## src/logic/scq_pkg.sv

```systemverilog
// Purpose: constants, types and register map of the sync check output qualifier
// Assumes: 25 MHz clock, one program cycle per output time step
// Notes: byte addresses of the register words below
package scq_pkg;
    localparam int CLK_MHZ          = 25;
    localparam int PROG_CYCLE_US    = 5000;
    localparam int TICK_CLKS        = PROG_CYCLE_US * CLK_MHZ;
    localparam int STEP_MS          = 5;
    localparam int DEF_DELAY_MS     = 50;
    localparam int DEF_PULSE_MS     = 50;
    localparam int STEP_W           = 19;
    localparam int NSTAGE           = 3;
    localparam int ADDR_W           = 5;

    // register byte addresses
    localparam logic [ADDR_W-1:0] ADR_CTRL  = 5'h00;
    localparam logic [ADDR_W-1:0] ADR_DELAY = 5'h04;
    localparam logic [ADDR_W-1:0] ADR_PULSE = 5'h08;
    localparam logic [ADDR_W-1:0] ADR_LDSEL = 5'h0c;
    localparam logic [ADDR_W-1:0] ADR_STAT  = 5'h10;
    localparam logic [ADDR_W-1:0] ADR_IRQS  = 5'h14;
    localparam logic [ADDR_W-1:0] ADR_IRQM  = 5'h18;

    // control fields
    localparam int CTRL_MODE_LSB    = 0;
    localparam int CTRL_FEN_BIT     = 3;
    localparam int CTRL_FSEL_LSB    = 4;
    localparam int CTRL_REF_BIT     = 7;
    localparam int CTRL_OMODE_LSB   = 8;
    localparam int CTRL_GATE_LSB    = 10;
    localparam int CTRL_EN_LSB      = 14;
    localparam int LD_W             = 4;
    localparam int STAT_BLK_LSB     = 4;
    localparam int STAT_SMP_BIT     = 8;

    localparam logic [31:0] CTRL_RST   = 32'h0000_0000;
    localparam logic [31:0] CTRL_WMASK = 32'h0001_dfff;
    localparam logic [31:0] STEP_WMASK = 32'h0007_ffff;
    localparam logic [31:0] LD_WMASK   = 32'h0000_0fff;
    localparam logic [31:0] LD_RST     = 32'h0000_0000;
    localparam logic [31:0] IRQ_WMASK  = 32'h0000_0077;
    localparam logic [31:0] DELAY_RST  = 32'(DEF_DELAY_MS / STEP_MS);
    localparam logic [31:0] PULSE_RST  = 32'(DEF_PULSE_MS / STEP_MS);

    typedef enum logic [2:0] {MODE_ON, MODE_BLOCKED, MODE_TEST, MODE_TEST_BLOCKED,
                              MODE_OFF} scq_mode_t;
    typedef enum logic [2:0] {FRC_NORMAL, FRC_S1_BLK, FRC_S1_OK, FRC_S2_BLK, FRC_S2_OK,
                              FRC_S3_BLK, FRC_S3_OK} scq_force_t;
    typedef enum logic [1:0] {OUT_CONT, OUT_DLY_CONT, OUT_DLY_PULSE} scq_omode_t;
    typedef enum logic [2:0] {ST_IDLE, ST_DELAY, ST_OK, ST_SPENT, ST_BLOCKED} scq_state_t;

    // live/dead combination masks: ref side first, measured side second
    localparam logic [3:0] LD_LL     = 4'h1;
    localparam logic [3:0] LD_LD     = 4'h2;
    localparam logic [3:0] LD_DL     = 4'h4;
    localparam logic [3:0] LD_DD     = 4'h8;
    localparam logic [3:0] LD_BYPASS = 4'ha;

    function automatic logic [3:0] ld_allowed(input logic [3:0] code);
        logic [3:0] m;
        m = LD_LL;
        case (code)
            4'h1: m = LD_LD;
            4'h2: m = LD_DL;
            4'h3: m = LD_LL | LD_LD;
            4'h4: m = LD_LL | LD_DL;
            4'h5: m = LD_LL | LD_DD;
            4'h6: m = LD_LL | LD_LD | LD_DL;
            4'h7: m = LD_LL | LD_LD | LD_DD;
            4'h8: m = LD_LL | LD_DL | LD_DD;
            4'h9: m = LD_LL | LD_LD | LD_DL | LD_DD;
            default: m = LD_LL;
        endcase
        return m;
    endfunction : ld_allowed

    function automatic logic [31:0] be_mask(input logic [3:0] be);
        return {{8{be[3]}}, {8{be[2]}}, {8{be[1]}}, {8{be[0]}}};
    endfunction : be_mask
endpackage : scq_pkg

```

## src/logic/scq_top.sv

```systemverilog
// Purpose: three stage sync check output qualifier with Avalon-MM registers
// Assumes: qualifier and block inputs come from logic on clk
// Notes: state advances on one program cycle tick
//
// Implementation choices: register access over Avalon-MM and the register addresses.
`timescale 1ns/1ps
module scq_top #(
    parameter int TICK_CLKS = scq_pkg::TICK_CLKS,
    parameter int STEP_W    = scq_pkg::STEP_W
) (
    // clock and reset
    input  wire logic                           clk,
    input  wire logic                           srst,
    // avalon-mm slave
    input  wire logic [scq_pkg::ADDR_W-1:0]     avs_address,
    input  wire logic                           avs_read,
    input  wire logic                           avs_write,
    input  wire logic [31:0]                    avs_writedata,
    input  wire logic [3:0]                     avs_byteenable,
    output logic      [31:0]                    avs_readdata,
    output logic                                avs_waitrequest,
    // comparison results per stage
    input  wire logic [scq_pkg::NSTAGE-1:0]     mag_ok,
    input  wire logic [scq_pkg::NSTAGE-1:0]     freq_ok,
    input  wire logic [scq_pkg::NSTAGE-1:0]     ang_ok,
    input  wire logic [scq_pkg::NSTAGE-1:0]     bus_live,
    input  wire logic [scq_pkg::NSTAGE-1:0]     bus_dead,
    input  wire logic [scq_pkg::NSTAGE-1:0]     line_live,
    input  wire logic [scq_pkg::NSTAGE-1:0]     line_dead,
    input  wire logic [scq_pkg::NSTAGE-1:0]     stage_start_in,
    input  wire logic                           block_in,
    // qualified outputs
    output logic      [scq_pkg::NSTAGE-1:0]     sync_ok_out,
    output logic      [scq_pkg::NSTAGE-1:0]     blocked_out,
    output logic                                irq
);
    localparam int N  = scq_pkg::NSTAGE;
    localparam int TW = $clog2(TICK_CLKS + 1);

    logic [31:0]        ctrl_q;
    logic [31:0]        delay_q;
    logic [31:0]        pulse_q;
    logic [31:0]        ldsel_q;
    logic [31:0]        irq_stat_q;
    logic [31:0]        irq_stat_d;
    logic [31:0]        irq_mask_q;
    logic               wait_q;
    logic [31:0]        rd_mux;
    logic [31:0]        wmask;
    logic               wr_go;
    logic [TW-1:0]      tick_cnt_q;
    logic               tick_q;
    logic               proc_q;
    logic               blk_smp_q;
    scq_pkg::scq_mode_t  mode;
    scq_pkg::scq_omode_t omode;
    logic               run;
    logic               test_mode;
    logic               mode_blk;
    logic [N-1:0]       cond;
    logic [N-1:0]       ok_nxt;
    logic [N-1:0]       blk_nxt;
    logic [N-1:0]       st_ok;
    logic [N-1:0]       st_blk;
    logic [N-1:0]       stage_en;
    logic [N-1:0]       gate_sel;
    logic [STEP_W-1:0]  delay_steps;
    logic [STEP_W-1:0]  pulse_steps;
    scq_pkg::scq_state_t st_q [N];
    logic [STEP_W-1:0]  cnt_q [N];

    // mode decode, illegal codes act as off
    always_comb begin
        mode = scq_pkg::MODE_OFF;
        case (ctrl_q[scq_pkg::CTRL_MODE_LSB +: 3])
            3'h0:    mode = scq_pkg::MODE_ON;
            3'h1:    mode = scq_pkg::MODE_BLOCKED;
            3'h2:    mode = scq_pkg::MODE_TEST;
            3'h3:    mode = scq_pkg::MODE_TEST_BLOCKED;
            default: mode = scq_pkg::MODE_OFF;
        endcase
    end

    always_comb begin
        omode = scq_pkg::OUT_CONT;
        case (ctrl_q[scq_pkg::CTRL_OMODE_LSB +: 2])
            2'h1:    omode = scq_pkg::OUT_DLY_CONT;
            2'h2:    omode = scq_pkg::OUT_DLY_PULSE;
            default: omode = scq_pkg::OUT_CONT;
        endcase
    end

    assign run         = (mode != scq_pkg::MODE_OFF);
    assign test_mode   = (mode == scq_pkg::MODE_TEST) || (mode == scq_pkg::MODE_TEST_BLOCKED);
    assign mode_blk    = (mode == scq_pkg::MODE_BLOCKED) || (mode == scq_pkg::MODE_TEST_BLOCKED);
    assign stage_en    = ctrl_q[scq_pkg::CTRL_EN_LSB +: N];
    assign gate_sel    = ctrl_q[scq_pkg::CTRL_GATE_LSB +: N];
    assign delay_steps = delay_q[STEP_W-1:0];
    assign pulse_steps = pulse_q[STEP_W-1:0];

    // bus slave: one wait cycle, access completes when waitrequest is low
    assign wmask = scq_pkg::be_mask(avs_byteenable);
    assign wr_go = avs_write && !wait_q;

    always_comb begin
        rd_mux = 32'h0000_0000;
        case (avs_address)
            scq_pkg::ADR_CTRL:  rd_mux = ctrl_q;
            scq_pkg::ADR_DELAY: rd_mux = delay_q;
            scq_pkg::ADR_PULSE: rd_mux = pulse_q;
            scq_pkg::ADR_LDSEL: rd_mux = ldsel_q;
            scq_pkg::ADR_STAT: begin
                rd_mux[N-1:0]                             = st_ok;
                rd_mux[scq_pkg::STAT_BLK_LSB +: N]        = st_blk;
                rd_mux[scq_pkg::STAT_SMP_BIT]             = blk_smp_q;
            end
            scq_pkg::ADR_IRQS:  rd_mux = irq_stat_q;
            scq_pkg::ADR_IRQM:  rd_mux = irq_mask_q;
            default:            rd_mux = 32'h0000_0000;
        endcase
    end

    always_ff @(posedge clk) begin
        if (srst) begin
            wait_q       <= 1'b1;
            avs_readdata <= 32'h0000_0000;
        end else begin
            wait_q <= !((avs_read || avs_write) && wait_q);
            if (avs_read && wait_q) begin
                avs_readdata <= rd_mux;
            end
        end
    end
    assign avs_waitrequest = wait_q;

    always_ff @(posedge clk) begin
        if (srst) begin
            ctrl_q     <= scq_pkg::CTRL_RST;
            delay_q    <= scq_pkg::DELAY_RST;
            pulse_q    <= scq_pkg::PULSE_RST;
            ldsel_q    <= scq_pkg::LD_RST;
            irq_mask_q <= 32'h0000_0000;
        end else if (wr_go) begin
            case (avs_address)
                scq_pkg::ADR_CTRL:
                    ctrl_q <= (ctrl_q & ~wmask) | (avs_writedata & wmask & scq_pkg::CTRL_WMASK);
                scq_pkg::ADR_DELAY:
                    delay_q <= (delay_q & ~wmask) | (avs_writedata & wmask & scq_pkg::STEP_WMASK);
                scq_pkg::ADR_PULSE:
                    pulse_q <= (pulse_q & ~wmask) | (avs_writedata & wmask & scq_pkg::STEP_WMASK);
                scq_pkg::ADR_LDSEL:
                    ldsel_q <= (ldsel_q & ~wmask) | (avs_writedata & wmask & scq_pkg::LD_WMASK);
                scq_pkg::ADR_IRQM:
                    irq_mask_q <= (irq_mask_q & ~wmask) |
                                  (avs_writedata & wmask & scq_pkg::IRQ_WMASK);
                default: ;
            endcase
        end
    end

    // program cycle time base
    always_ff @(posedge clk) begin
        if (srst) begin
            tick_cnt_q <= '0;
            tick_q     <= 1'b0;
            proc_q     <= 1'b0;
        end else begin
            tick_q <= (tick_cnt_q == TW'(TICK_CLKS - 1));
            proc_q <= tick_q;
            if (tick_cnt_q == TW'(TICK_CLKS - 1)) begin
                tick_cnt_q <= '0;
            end else begin
                tick_cnt_q <= tick_cnt_q + TW'(1);
            end
        end
    end

    // block sampled once per cycle, held for the whole cycle
    always_ff @(posedge clk) begin
        if (srst) begin
            blk_smp_q <= 1'b0;
        end else if (tick_q) begin
            blk_smp_q <= block_in || mode_blk;
        end
    end

    generate
        for (genvar i = 0; i < N; i++) begin : g_stage
            logic       ref_live;
            logic       ref_dead;
            logic       mea_live;
            logic       mea_dead;
            logic [3:0] ld_code;
            logic [3:0] allow;
            logic       v_ok;
            logic       frc_ok;
            logic       frc_blk;

            assign ref_live = ctrl_q[scq_pkg::CTRL_REF_BIT] ? bus_live[i] : line_live[i];
            assign ref_dead = ctrl_q[scq_pkg::CTRL_REF_BIT] ? bus_dead[i] : line_dead[i];
            assign mea_live = ctrl_q[scq_pkg::CTRL_REF_BIT] ? line_live[i] : bus_live[i];
            assign mea_dead = ctrl_q[scq_pkg::CTRL_REF_BIT] ? line_dead[i] : bus_dead[i];
            assign ld_code  = ldsel_q[i*scq_pkg::LD_W +: scq_pkg::LD_W];
            assign allow    = scq_pkg::ld_allowed(ld_code);
            assign v_ok     = (ld_code == scq_pkg::LD_BYPASS) ||
                              (allow[0] && ref_live && mea_live) ||
                              (allow[1] && ref_live && mea_dead) ||
                              (allow[2] && ref_dead && mea_live) ||
                              (allow[3] && ref_dead && mea_dead);
            assign cond[i]  = stage_en[i] && run &&
                              (!gate_sel[i] || stage_start_in[i]) &&
                              mag_ok[i] && freq_ok[i] && ang_ok[i] && v_ok;
            assign frc_blk  = ctrl_q[scq_pkg::CTRL_FEN_BIT] &&
                              (ctrl_q[scq_pkg::CTRL_FSEL_LSB +: 3] == 3'(2 * i + 1));
            assign frc_ok   = ctrl_q[scq_pkg::CTRL_FEN_BIT] &&
                              (ctrl_q[scq_pkg::CTRL_FSEL_LSB +: 3] == 3'(2 * i + 2));
            assign st_ok[i]   = (st_q[i] == scq_pkg::ST_OK);
            assign st_blk[i]  = (st_q[i] == scq_pkg::ST_BLOCKED);
            assign ok_nxt[i]  = stage_en[i] && (frc_ok || (!frc_blk && st_ok[i] && !test_mode));
            assign blk_nxt[i] = stage_en[i] && (frc_blk || (!frc_ok && st_blk[i]));

            always_ff @(posedge clk) begin
                if (srst || !stage_en[i] || !run) begin
                    st_q[i]  <= scq_pkg::ST_IDLE;
                    cnt_q[i] <= '0;
                end else if (proc_q) begin
                    unique case (st_q[i])
                        scq_pkg::ST_IDLE: begin
                            cnt_q[i] <= '0;
                            if (cond[i]) begin
                                if (omode == scq_pkg::OUT_DLY_CONT &&
                                    delay_steps != '0) begin
                                    st_q[i] <= scq_pkg::ST_DELAY;
                                end else if (blk_smp_q) begin
                                    st_q[i] <= scq_pkg::ST_BLOCKED;
                                end else begin
                                    st_q[i] <= scq_pkg::ST_OK;
                                end
                            end
                        end
                        scq_pkg::ST_DELAY: begin
                            if (!cond[i]) begin
                                st_q[i]  <= scq_pkg::ST_IDLE;
                                cnt_q[i] <= '0;
                            end else if (cnt_q[i] + STEP_W'(1) >= delay_steps) begin
                                cnt_q[i] <= '0;
                                st_q[i]  <= blk_smp_q ? scq_pkg::ST_BLOCKED :
                                                        scq_pkg::ST_OK;
                            end else begin
                                cnt_q[i] <= cnt_q[i] + STEP_W'(1);
                            end
                        end
                        scq_pkg::ST_OK: begin
                            if (!cond[i]) begin
                                st_q[i]  <= scq_pkg::ST_IDLE;
                                cnt_q[i] <= '0;
                            end else if (blk_smp_q) begin
                                st_q[i]  <= scq_pkg::ST_BLOCKED;
                            end else if (omode == scq_pkg::OUT_DLY_PULSE) begin
                                if (cnt_q[i] + STEP_W'(1) >= pulse_steps) begin
                                    st_q[i] <= scq_pkg::ST_SPENT;
                                end else begin
                                    cnt_q[i] <= cnt_q[i] + STEP_W'(1);
                                end
                            end
                        end
                        scq_pkg::ST_SPENT, scq_pkg::ST_BLOCKED: begin
                            if (!cond[i]) begin
                                st_q[i]  <= scq_pkg::ST_IDLE;
                                cnt_q[i] <= '0;
                            end
                        end
                    endcase
                end
            end

        end
    endgenerate

    // qualified outputs and interrupt events
    always_ff @(posedge clk) begin
        if (srst) begin
            sync_ok_out <= '0;
            blocked_out <= '0;
        end else begin
            sync_ok_out <= ok_nxt;
            blocked_out <= blk_nxt;
        end
    end

    always_comb begin
        irq_stat_d = irq_stat_q;
        if (wr_go && avs_address == scq_pkg::ADR_IRQS) begin
            irq_stat_d = irq_stat_q & ~(avs_writedata & wmask);
        end
        irq_stat_d[N-1:0] = irq_stat_d[N-1:0] | (ok_nxt & ~sync_ok_out);
        irq_stat_d[scq_pkg::STAT_BLK_LSB +: N] = irq_stat_d[scq_pkg::STAT_BLK_LSB +: N] |
                                                 (blk_nxt & ~blocked_out);
    end

    always_ff @(posedge clk) begin
        if (srst) begin
            irq_stat_q <= 32'h0000_0000;
            irq        <= 1'b0;
        end else begin
            irq_stat_q <= irq_stat_d;
            irq        <= |(irq_stat_q & irq_mask_q);
        end
    end
endmodule : scq_top

```

## config.mk

```make
export PLATFORM = sky130hd
export DESIGN_NAME = scq_top
export DESIGN_NICKNAME = d
export VERILOG_FILES = /design/src/logic/scq_pkg.sv /design/src/logic/scq_top.sv
export SDC_FILE = /design/constraint.sdc
export NUM_CORES = 1
export LEC_CHECK = 0
export BUFFER_PORTS_ARGS = -buffer_cell sky130_fd_sc_hd__buf_4
export CORE_UTILIZATION = 62
export CTS_CLUSTER_DIAMETER = 80
export DETAILED_ROUTE_END_ITERATION = 6
export GPL_TIMING_DRIVEN = 0
export PLACE_DENSITY = 0.91
export SLEW_MARGIN = 20
export SYNTH_ARGS = -nofsm -noshare
export SYNTH_HDL_FRONTEND = slang
export SYNTH_SLANG_ARGS = --single-unit
```

## constraint.sdc

```tcl
create_clock -name clk -period 4.3 [get_ports clk]
set_clock_uncertainty 0.15 [all_clocks]
set_input_delay 0.215 -clock clk [delete_from_list [all_inputs] [get_ports clk]]
set_output_delay 0.215 -clock clk [all_outputs]
set_load 0.1 [all_outputs]
```

* Word level (Yosys, flattened, before mapping)
Memories as Yosys holds them, arrays and structs flattened. A register that Yosys moved wholly into a read port is not among the register bits. Index checks and enable logic that the tools add are counted.
Word-level totals: output and inout bits 40, memory bits (writable) 66, flip-flop bits (word level) 252, word-level logic and storage cells 552, memories 5, input bits 70, ROM bits 192
Memory list:
- (name not given) | depth 16, width 4, rd ports 1, clocked after memory_dff 1, write ports 0, line scq_pkg.sv:62 | case (code)
- (name not given) | depth 16, width 4, rd ports 1, clocked after memory_dff 1, write ports 0, line scq_pkg.sv:62
- (name not given) | depth 16, width 4, rd ports 1, clocked after memory_dff 1, write ports 0, line scq_pkg.sv:62
- cnt_q | depth 3, width 19, rd ports 3, clocked after memory_dff 0, write ports 3, line scq_top.sv:70 | logic [STEP_W-1:0] cnt_q [N];
- st_q | depth 3, width 3, rd ports 3, clocked after memory_dff 0, write ports 3, line scq_top.sv:69 | scq_pkg::scq_state_t st_q [N];
Operators by class: muxes and demuxes 282, magnitude comparators 6, add/sub/neg operators 4, reductions and logical operators 131, equality and inequality tests 39, bitwise logic cells 69
Operators by type and width (number):
- 19-bit 2-to-1 mux | 21
- 32-bit AND | 8
- 1-bit 2-to-1 mux | 218
- 23-bit case mux with 6 select lines | 1
- 19-bit greater-or-equal comparator | 6
- 3-bit 2-to-1 mux | 28
- 1-bit logical AND | 68
- 32-bit NOT | 2
- 32-bit by 19-bit OR with 32-bit output | 2
- 19-bit by 1-bit adder with 19-bit output, second input constant | 3
- 1-bit OR | 48
- 3-bit case mux with 7 select lines | 2
- 3-bit by 2-bit == test with 1-bit output, second input constant | 12
- 32-bit by 12-bit OR with 32-bit output | 1
- 32-bit by 17-bit OR with 32-bit output | 1
- 32-bit by 7-bit OR with 32-bit output | 1
- 32-bit OR reduction | 1
- 1-bit logical OR | 31
- 4-bit 2-to-1 mux | 6
- 19-bit nonzero test | 1
- 3-bit by 1-bit == test with 1-bit output, second input constant | 6
- 3-bit == test, second input constant | 6
- 17-bit by 1-bit adder with 17-bit output, second input constant | 1
- 17-bit == test, second input constant | 1
- 20 further kinds | 56

* Longest topological paths before layout
Gate-level depths: netlist of the first run.
depth after elaboration 23, depth in mapped cells 15, mapped depth without buffers 13

* Least setup slack after synthesis of the first run
OpenSTA, ideal clock, no wires.
kind reg-to-reg, from memory cnt_q[1][0], to memory cnt_q[1][0] (enable), cell stages (with the launch flop) 14, buffers on the path 1, library setup time 0.401 ns, period minus slack after synthesis 3.944 ns, arrival time 3.393 ns, required time 3.749 ns, slack 0.356 ns, path through edfxtp_1 -> ha_1 -> nand3_1 -> nor3_1 -> nand3_1 -> xnor2_1 -> ha_1 -> a21o_1 -> a21o_1 -> a21oi_1 -> o21ai_0 -> or3b_1 -> buf_2 -> o211ai_1
RTL lines (line):
- start: declaration | scq_top.sv:70

==> results by group, run 1 <==
Logic synthesis
  – Syn_area_per_cell: slightly below 9 µm²
  – Synth top area share: slightly below 30%
  – Top post-synthesis cells by count: 264 x dfxtp_1, 234 x nand2_1, 149 x a21oi_1
  – Synth Instances: 1986
  – Mapped Area: 17700 µm²
  – Seq/Total Area, Yosys: 41.0%
  – #FFs+latches synth: 330
  – Synth top area cells: dfxtp_1 30%, edfxtp_1 11%, ha_1 8.8%, nand2_1 5.0%, a21oi_1 4.2%
  – Dominant cell type by area after synthesis: dfxtp_1
  – Syn_nets: 2180
  – Most numerous cell in the Yosys netlist: dfxtp_1
  – Number of synthesized flops with an enable pin: 66
  – Fraction of registers with async set/reset: 0%
  – Most used DFF post-synth: dfxtp_1
  – Ys Warns: 0
  – Synth cell types: 79

Timing
  – Slew @ Worst Pin: ~980 ps
  – Slew HR: 34.3%
  – Fin crit share: 97.7%
  – FMAX: between 200 and 250 MHz
  – Final worst slack: 99.5 ps
  – Max Slew Vio Count: 0
  – Final Hold Viols: 0
  – Final setup viols: 0
  – Crit path time final: 4200 ps

GRT
  – Vias in the first global route: 16078
  – Gr ovfl total: 0
  – Initial antenna violation count: 0
  – GRT met1 Usage: 46.9%
  – GR Util met3: under 10%
  – Largest net degree at the start of global routing: 20
  – Gr busiest metal: met2
  – Gr usage total: 38.3%
  – Met2 usage: 64.2%
  – Global-route wire length before repair: 86300 µm

Finish
  – Nets: 2369
  – # diodes: 0
  – Cell Count, Final, Fillers Out: 2578
  – Area delta synth->final: 17.0%
  – # fillers: 1974
  – Share of layout cells above drive strength 1: 12.3%
  – Fin area: 20700 µm²

Drt
  – Drt first pass iters: 6
  – DRT iter0 DRCs: 1622
  – Routed vias: 16475
  – Vias per Instance: around 6.4
  – Antenna-violating nets left: 0
  – Final WL: ~56000 µm
  – Remaining DRCs: 0
  – DR WL/cell: 21.8 µm

Place
  – GPL Wtd Cong: a little under 1
  – Hpwl dp: approximately 40000 µm
  – Pre-CTS setup slack: -1200 ps
  – DP Cell Count: 2467
  – Dpl cell area: 19000 µm²
  – PortBufs: around 100

Clocking
  – CTS sink cnt: 330
  – H-tree depth: 2
  – Num CTS Buffers: 35
  – Worst-skew pair later-pin latency: 540 ps
  – CTS max path bufs: 3
  – Clk slew on worst S/H paths: 70 ps
  – CTS tree: built
  – Clock Tree Root: clkbuf_16

Floorplanning
  – Die width: ~170 µm
  – Core ar.: 27900 µm²
  – Die height: 171 µm
  – Row count: 61
  – Io pins: between 100 and 150
  – Total die area: 29200 µm²
  – Initial Util: 63.4%

Critical path
  – Crit path DAT: 4240 ps
  – Worst r2r src: cnt_q[0][0]
  – Crit Path Max Fanout: 11
  – WP data required: 4340 ps
  – Flop2flop setup slack: 100 ps
  – CP endpoint kind: register
  – R2R depth: 15
  – Setup CP Type: reg -> reg
  – Worst r2r dst: cnt_q[0][16]
  – Worst setup SP type: register

Power and ir drop
  – PD cells: about 330 nW/µm²
  – Net Sw Frac: 24.6%
  – Comb power frac: under 10%
  – Power after layout: 6770 µW
  – Sequential Power Share: 46.9%
  – Clock power share: about 46%
  – Leak Pwr: 0.00836 µW
  – Switching pwr: between 1500 and 2000 µW
  – Pint: a little over 5000 µW
  – Peak VDD IR: 0.347 mV

Run
  – Max-Cap Viols: 0

Worst hold path
  – Hold Startpoint: avs_writedata[1]
  – Hold Path Stages: 3
  – Hold WC Path Type: in -> reg

Status
  – Status: finished clean
repair_timing:
item | 4_1_cts | 5_1_grt
hold endpoints to repair | 78 | 0
gates resized for setup | 15 | 16
cloned | 0 | 1
pin swaps | 3 | 3
setup buffers | 7 | 10
hold buffers | 31 | 0
setup endpoints to repair | 98 | 95
kinds of logic (layout without fill, tap and decap cells):
kind of cell	Yosys count	count (layout)	share of synthesized area, %
multiplexers	81	81	4.65
flip-flops	330	330	41.0
adder cells (fa/ha/maj)	124	124	8.76
buffers and inverters	169	382	3.86
AO/OA/AOI/OAI	458	458	16.9
XOR/XNOR	68	68	3.36
AND/OR/NAND/NOR	756	757	21.4
final cells by class:
cell class / instances / area (µm²) / area share (%)
clock buffer: 49 / 982 / 4.74
sequential: 330 / 7270 / 35.1
tap: 378 / 473 / 2.28
timing repair buffer: 151 / 1220 / 5.90
multi-input combinational: 1488 / 9910 / 47.8
buffer: 95 / 415 / 2.00
inverter: 74 / 278 / 1.34
clock inverter: 13 / 180 / 0.869
how the worst max path moves through the flow:
| stage | startpoint | to | slack (ps) | depth (start not counted) |
|---|---|---|---|---|
| finish | cnt_q[0][0] | cnt_q[0][16] | 100 | 15 |
| global route | cnt_q[1][2] | cnt_q[1][15] | -40 | 14 |
| CTS | cnt_q[0][0] | cnt_q[0][8] | 30 | 14 |
| detailed placement | cnt_q[2][0] | cnt_q[2][17] | -1200 | 12 |
| global placement | cnt_q[2][0] | cnt_q[2][15] | -1050 | 12 |
| floorplan | cnt_q[1][0] | cnt_q[1][0] | 360 | 13 |
through the flow:
step / TNS, ps / util, % / hold WS, ps
after floorplan: 0 / - / 152
after global placement: -44190 / 67.8 / 236
after detailed placement: -48160 / 67.9 / 238
after CTS: 0 / 73.6 / 5.71
after global routing: -587 / 74.2 / 27.9
final: 0 / 74.2 / 22.7
power by group through the flow:
stage	clock [µW]	combinational [µW]	sequential (µW)
after floorplan	0	166	3360
after global placement	0	453	3240
after detailed placement	0	457	3250
after CTS	3090	483	3180
after global routing	3230	515	3180
final	3100	498	3180
worst max-delay path, cell delays in order (launching register included):
cell	delay (ps)
edfxtp_1	490
ha_1	250
nand2_1	140
nor3_4	240
nand3_1	190
nor3_1	250
xor2_1	120
buf_4	160
ha_1	280
nand3_1	140
nor4_1	350
nand2_1	100
o22ai_1	280
nand3b_1	180
clkbuf_4	300
nand3_4	220
per-layer routing:
| layer | vias to the layer above | share of wire, % |
|---|---|---|
| met5 | - | 0 |
| met4 | 0 | 6.3 |
| met3 | 225 | 9.6 |
| met2 | 1000 | 47 |
| met1 | 7727 | 37 |
| li1 | 7523 | - |
placed cells by master (no fill, tap or decap), types with 11 or more instances in the layout:
master	count
a21boi_2	18
nand2_1	234
mux2i_1	71
inv_1	73
a21boi_0	33
a221oi_1	36
o21ai_0	95
nor2_1	117
nor2b_1	16
a22oi_1	15
dfxtp_1	264
and2_1	90
xor2_1	22
a21oi_1	149
nor4_1	12
buf_4	122
nor3_1	36
edfxtp_1	66
clkbuf_1	71
nand4_1	24
and3_1	36
ha_1	124
a211oi_1	12
a21boi_1	13
buf_2	13
nand3_1	117
xnor2_1	40
a21o_1	11
o22ai_1	11
dlygate4sd3_1	31
clkbuf_16	35
Note: power is estimated with default switching activity, not from simulation.
==> inputs of run 2 (changes only) <==
--- a/config.mk
+++ b/config.mk
@@ -5,6 +5,7 @@
 export SDC_FILE = /design/constraint.sdc
 export NUM_CORES = 1
 export LEC_CHECK = 0
+export ABC_AREA = 1
 export BUFFER_PORTS_ARGS = -buffer_cell sky130_fd_sc_hd__buf_4
 export CORE_UTILIZATION = 62
 export CTS_CLUSTER_DIAMETER = 80
==> run 2 against run 1 <==
Effect of this change: the flow now finishes with violations (DRC); synthesized cell count is 26% higher; clock power about the same; register-to-register slack improved by 80 ps; synthesized area is 4.6% higher; first-iteration DRC count up 85%; highest routed layer unchanged; hold slack gained 10 ps; maximum frequency grew 2.1%; sequential cell count unchanged; cell count is 21% higher; largest cell class unchanged; cell area increased by 3.9%; non-clock buffer count shrank 11.
==> results by group, run 2 <==
Logic synthesis
  – Synth top area cells: dfxtp_1 29%, edfxtp_1 11%, inv_1 9.2%, nand2_1 9.0%, ha_1 8.4%
  – Synth Instances: 2504
  – Top post-synthesis cells by count: 453 x inv_1, 443 x nand2_1, 264 x dfxtp_1
  – Dominant cell type by area after synthesis: dfxtp_1
  – Synth top area share: 28.5%
  – Most numerous cell in the Yosys netlist: inv_1
  – #FFs+latches synth: 330
  – Syn_area_per_cell: 7.40 µm²
  – Fraction of registers with async set/reset: 0%
  – Synth cell types: 58
  – Number of synthesized flops with an enable pin: 66
  – Most used DFF post-synth: dfxtp_1
  – Mapped Area: 18500 µm²
  – Ys Warns: 0
  – Syn_nets: 2698
  – Seq/Total Area, Yosys: 39.2%

Clocking
  – Clock Tree Root: clkbuf_16
  – Worst-skew pair later-pin latency: 530 ps
  – CTS max path bufs: 3
  – CTS sink cnt: 330
  – CTS tree: built
  – Num CTS Buffers: 35
  – H-tree depth: 2
  – Clk slew on worst S/H paths: 70 ps

Drt
  – DR WL/cell: 20.0 µm
  – DRT iter0 DRCs: 3004
  – Final WL: 62200 µm
  – Vias per Instance: around 6.1
  – Drt first pass iters: 7
  – Antenna-violating nets left: 0
  – Remaining DRCs: 22
  – Routed vias: ~19000

Status
  – Failing checks: DRC
  – Status: finished with violations

GRT
  – Gr usage total: 39.5%
  – Initial antenna violation count: 0
  – Gr ovfl total: 0
  – Largest net degree at the start of global routing: 20
  – Global-route wire length before repair: 94200 µm
  – Vias in the first global route: 18121

Timing
  – Final setup viols: 0
  – Crit path time final: just over 4000 ps
  – Final Hold Viols: 0
  – Max Slew Vio Count: 0
  – Slew @ Worst Pin: a little under 1000 ps
  – Setup TNS: 0 ps
  – FMAX: 243 MHz
  – Fin crit share: 95.7%
  – Slew HR: 35.4%
  – WHS: 32.7 ps

Worst hold path
  – Hold Path End: irq_mask_q[29]
  – Hold Path Stages: 4
  – Hold WC Path Type: in -> reg
  – Hold Startpoint: avs_byteenable[3]

Critical path
  – Crit path DAT: about 4200 ps
  – Worst setup SP type: register
  – CP endpoint kind: register
  – Top Family by Delay on Critical Path: simple AND/OR/NAND/NOR gates
  – Critical path's slowest cell: edfxtp_1
  – Worst r2r src: cnt_q[2][0]
  – Crit Path Max Fanout: 10
  – CP Cell Sequence: ha_1, nand2_1, nor2_1, nand3_1, nor2_4, nand4_1, nand3b_1, xor2_2, inv_1, ha_1, nand2_1, nor2_1, nand2_1, nor3_2, nand3_1, nand4_1, nor2_2, nor2_4, buf_6, nor2_2
  – CP peak stage delay: 420 ps
  – CP Buf/Inv Count: 2
  – WP data required: about 4400 ps
  – CP most frequent cell: nand2_1
  – Setup CP Type: reg -> reg
  – R2R depth: 20
  – Flop2flop setup slack: around 180 ps
  – Worst r2r dst: cnt_q[2][10]

Run
  – Max-Cap Viols: 0

Finish
  – Cell Count, Final, Fillers Out: 3110
  – Sequential cell area: around 7300 µm²
  – # fillers: 2115
  – Commonest cells after routing, fill and taps aside: 453 x inv_1, 442 x nand2_1, 264 x dfxtp_1
  – Area delta synth->final: 16.2%
  – Commonest non-fill, non-tap cell in the layout: inv_1
  – # diodes: 0
  – Multi-input logic area: 9120 µm²
  – Share of layout cells above drive strength 1: 11.5%
  – Nets: ~2900

Power and ir drop
  – PD cells: 303 nW/µm²
  – Peak VDD IR: between 0.3 and 0.4 mV
  – Leak Pwr: just over 0.01 µW

Floorplanning
  – Row count: 62
  – Die width: 175 µm
  – Io pins: 110
  – Die height: 175 µm
  – Initial Util: 63.9%
  – Core ar.: slightly below 30000 µm²
  – Total die area: approximately 31000 µm²

Place
  – PortBufs: 108
  – DP Cell Count: roughly 3000
  – GPL Wtd Cong: ~1.0
  – Hpwl dp: 44300 µm
==> run 2: cell count changes in the layout (fill, tap and decap cells not counted), sizes merged, moves of 34 or more <==
cell,delta
inv,+400
nand2,+217
nor2,+123
nand3,+107
and2,-89
mux2i,-71
a21boi,-62
o21ai,+43
o22ai,+43
and3,-36
nand4,+34
xnor2,-34
==> run 2: final cells by class <==
type | count | area share [%]
multi-input combinational | 1624 | 42.4
sequential | 330 | 33.8
buffer | 72 | 1.70
clock buffer | 52 | 4.81
tap | 384 | 2.23
inverter | 478 | 8.37
clock inverter | 7 | 0.465
timing repair buffer | 163 | 6.31
==> run 2: routing by layer <==
metal / GRT usage (%) / wire, µm
met5: 0 / 0
met4: 24.4 / 4240
met3: 9.75 / 7910
met2: 63.8 / 27800
met1: 47.3 / 22200
==> run 2: timing repair <==
action                                 4_1_cts  5_1_grt
endpoints found under the hold margin       95        0
hold buffers                                39        0
pin swaps                                    2        6
setup endpoints to repair                   74       83
gates resized for setup                      1        5
setup buffers                                6       10
==> run 2: report_power, final <==
group          total [µW]  switching, µW  internal [µW]
combinational         315            213            102
sequential           3150           4.20           3150
clock                3070           1280           1790
total                6530           1490           5040
==> run 2: worst max path at each step <==
stage               slack [ps]            to  cells after the start        start
floorplan                  570   cnt_q[1][0]                     22  cnt_q[1][0]
global placement          -360  cnt_q[1][17]                     22  cnt_q[1][0]
detailed placement        -490  cnt_q[1][17]                     22  cnt_q[1][0]
CTS                          3   cnt_q[2][1]                     19  cnt_q[2][0]
global route               -80  cnt_q[2][10]                     20  cnt_q[2][0]
finish                     180  cnt_q[2][10]                     20  cnt_q[2][0]
==> run 2: tightest hold or removal path, stage by stage <==
cell     delay, ps
buf_4          100
nand2_1        190
nand3_1        130
inv_1           40
==> run 2: kinds of logic (layout without fill, tap and decap cells) <==
family | Yosys count | after routing | synth area share (%)
AND/OR/NAND/NOR | 1034 | 1034 | 25.8
buffers and inverters | 550 | 772 | 11.7
AO/OA/AOI/OAI | 431 | 431 | 13.2
flip-flops | 330 | 330 | 39.2
adder cells (fa/ha/maj) | 124 | 124 | 8.37
XOR/XNOR | 35 | 35 | 1.70
==> run 2: metrics by stage <==
step | total power (µW) | instance area [µm²] | util, % | worst slack [ps]
2_1_floorplan | 3340 | 18500 | - | 566
3_3_place_gp | 3480 | 19800 | 68.3 | -364
3_5_place_dp | 3480 | 19800 | 68.3 | -493
4_1_cts | 6490 | 21400 | 73.8 | 2.77
5_1_grt | 6640 | 21500 | 74.2 | -80.9
6_report | 6530 | 21500 | 74.2 | 184
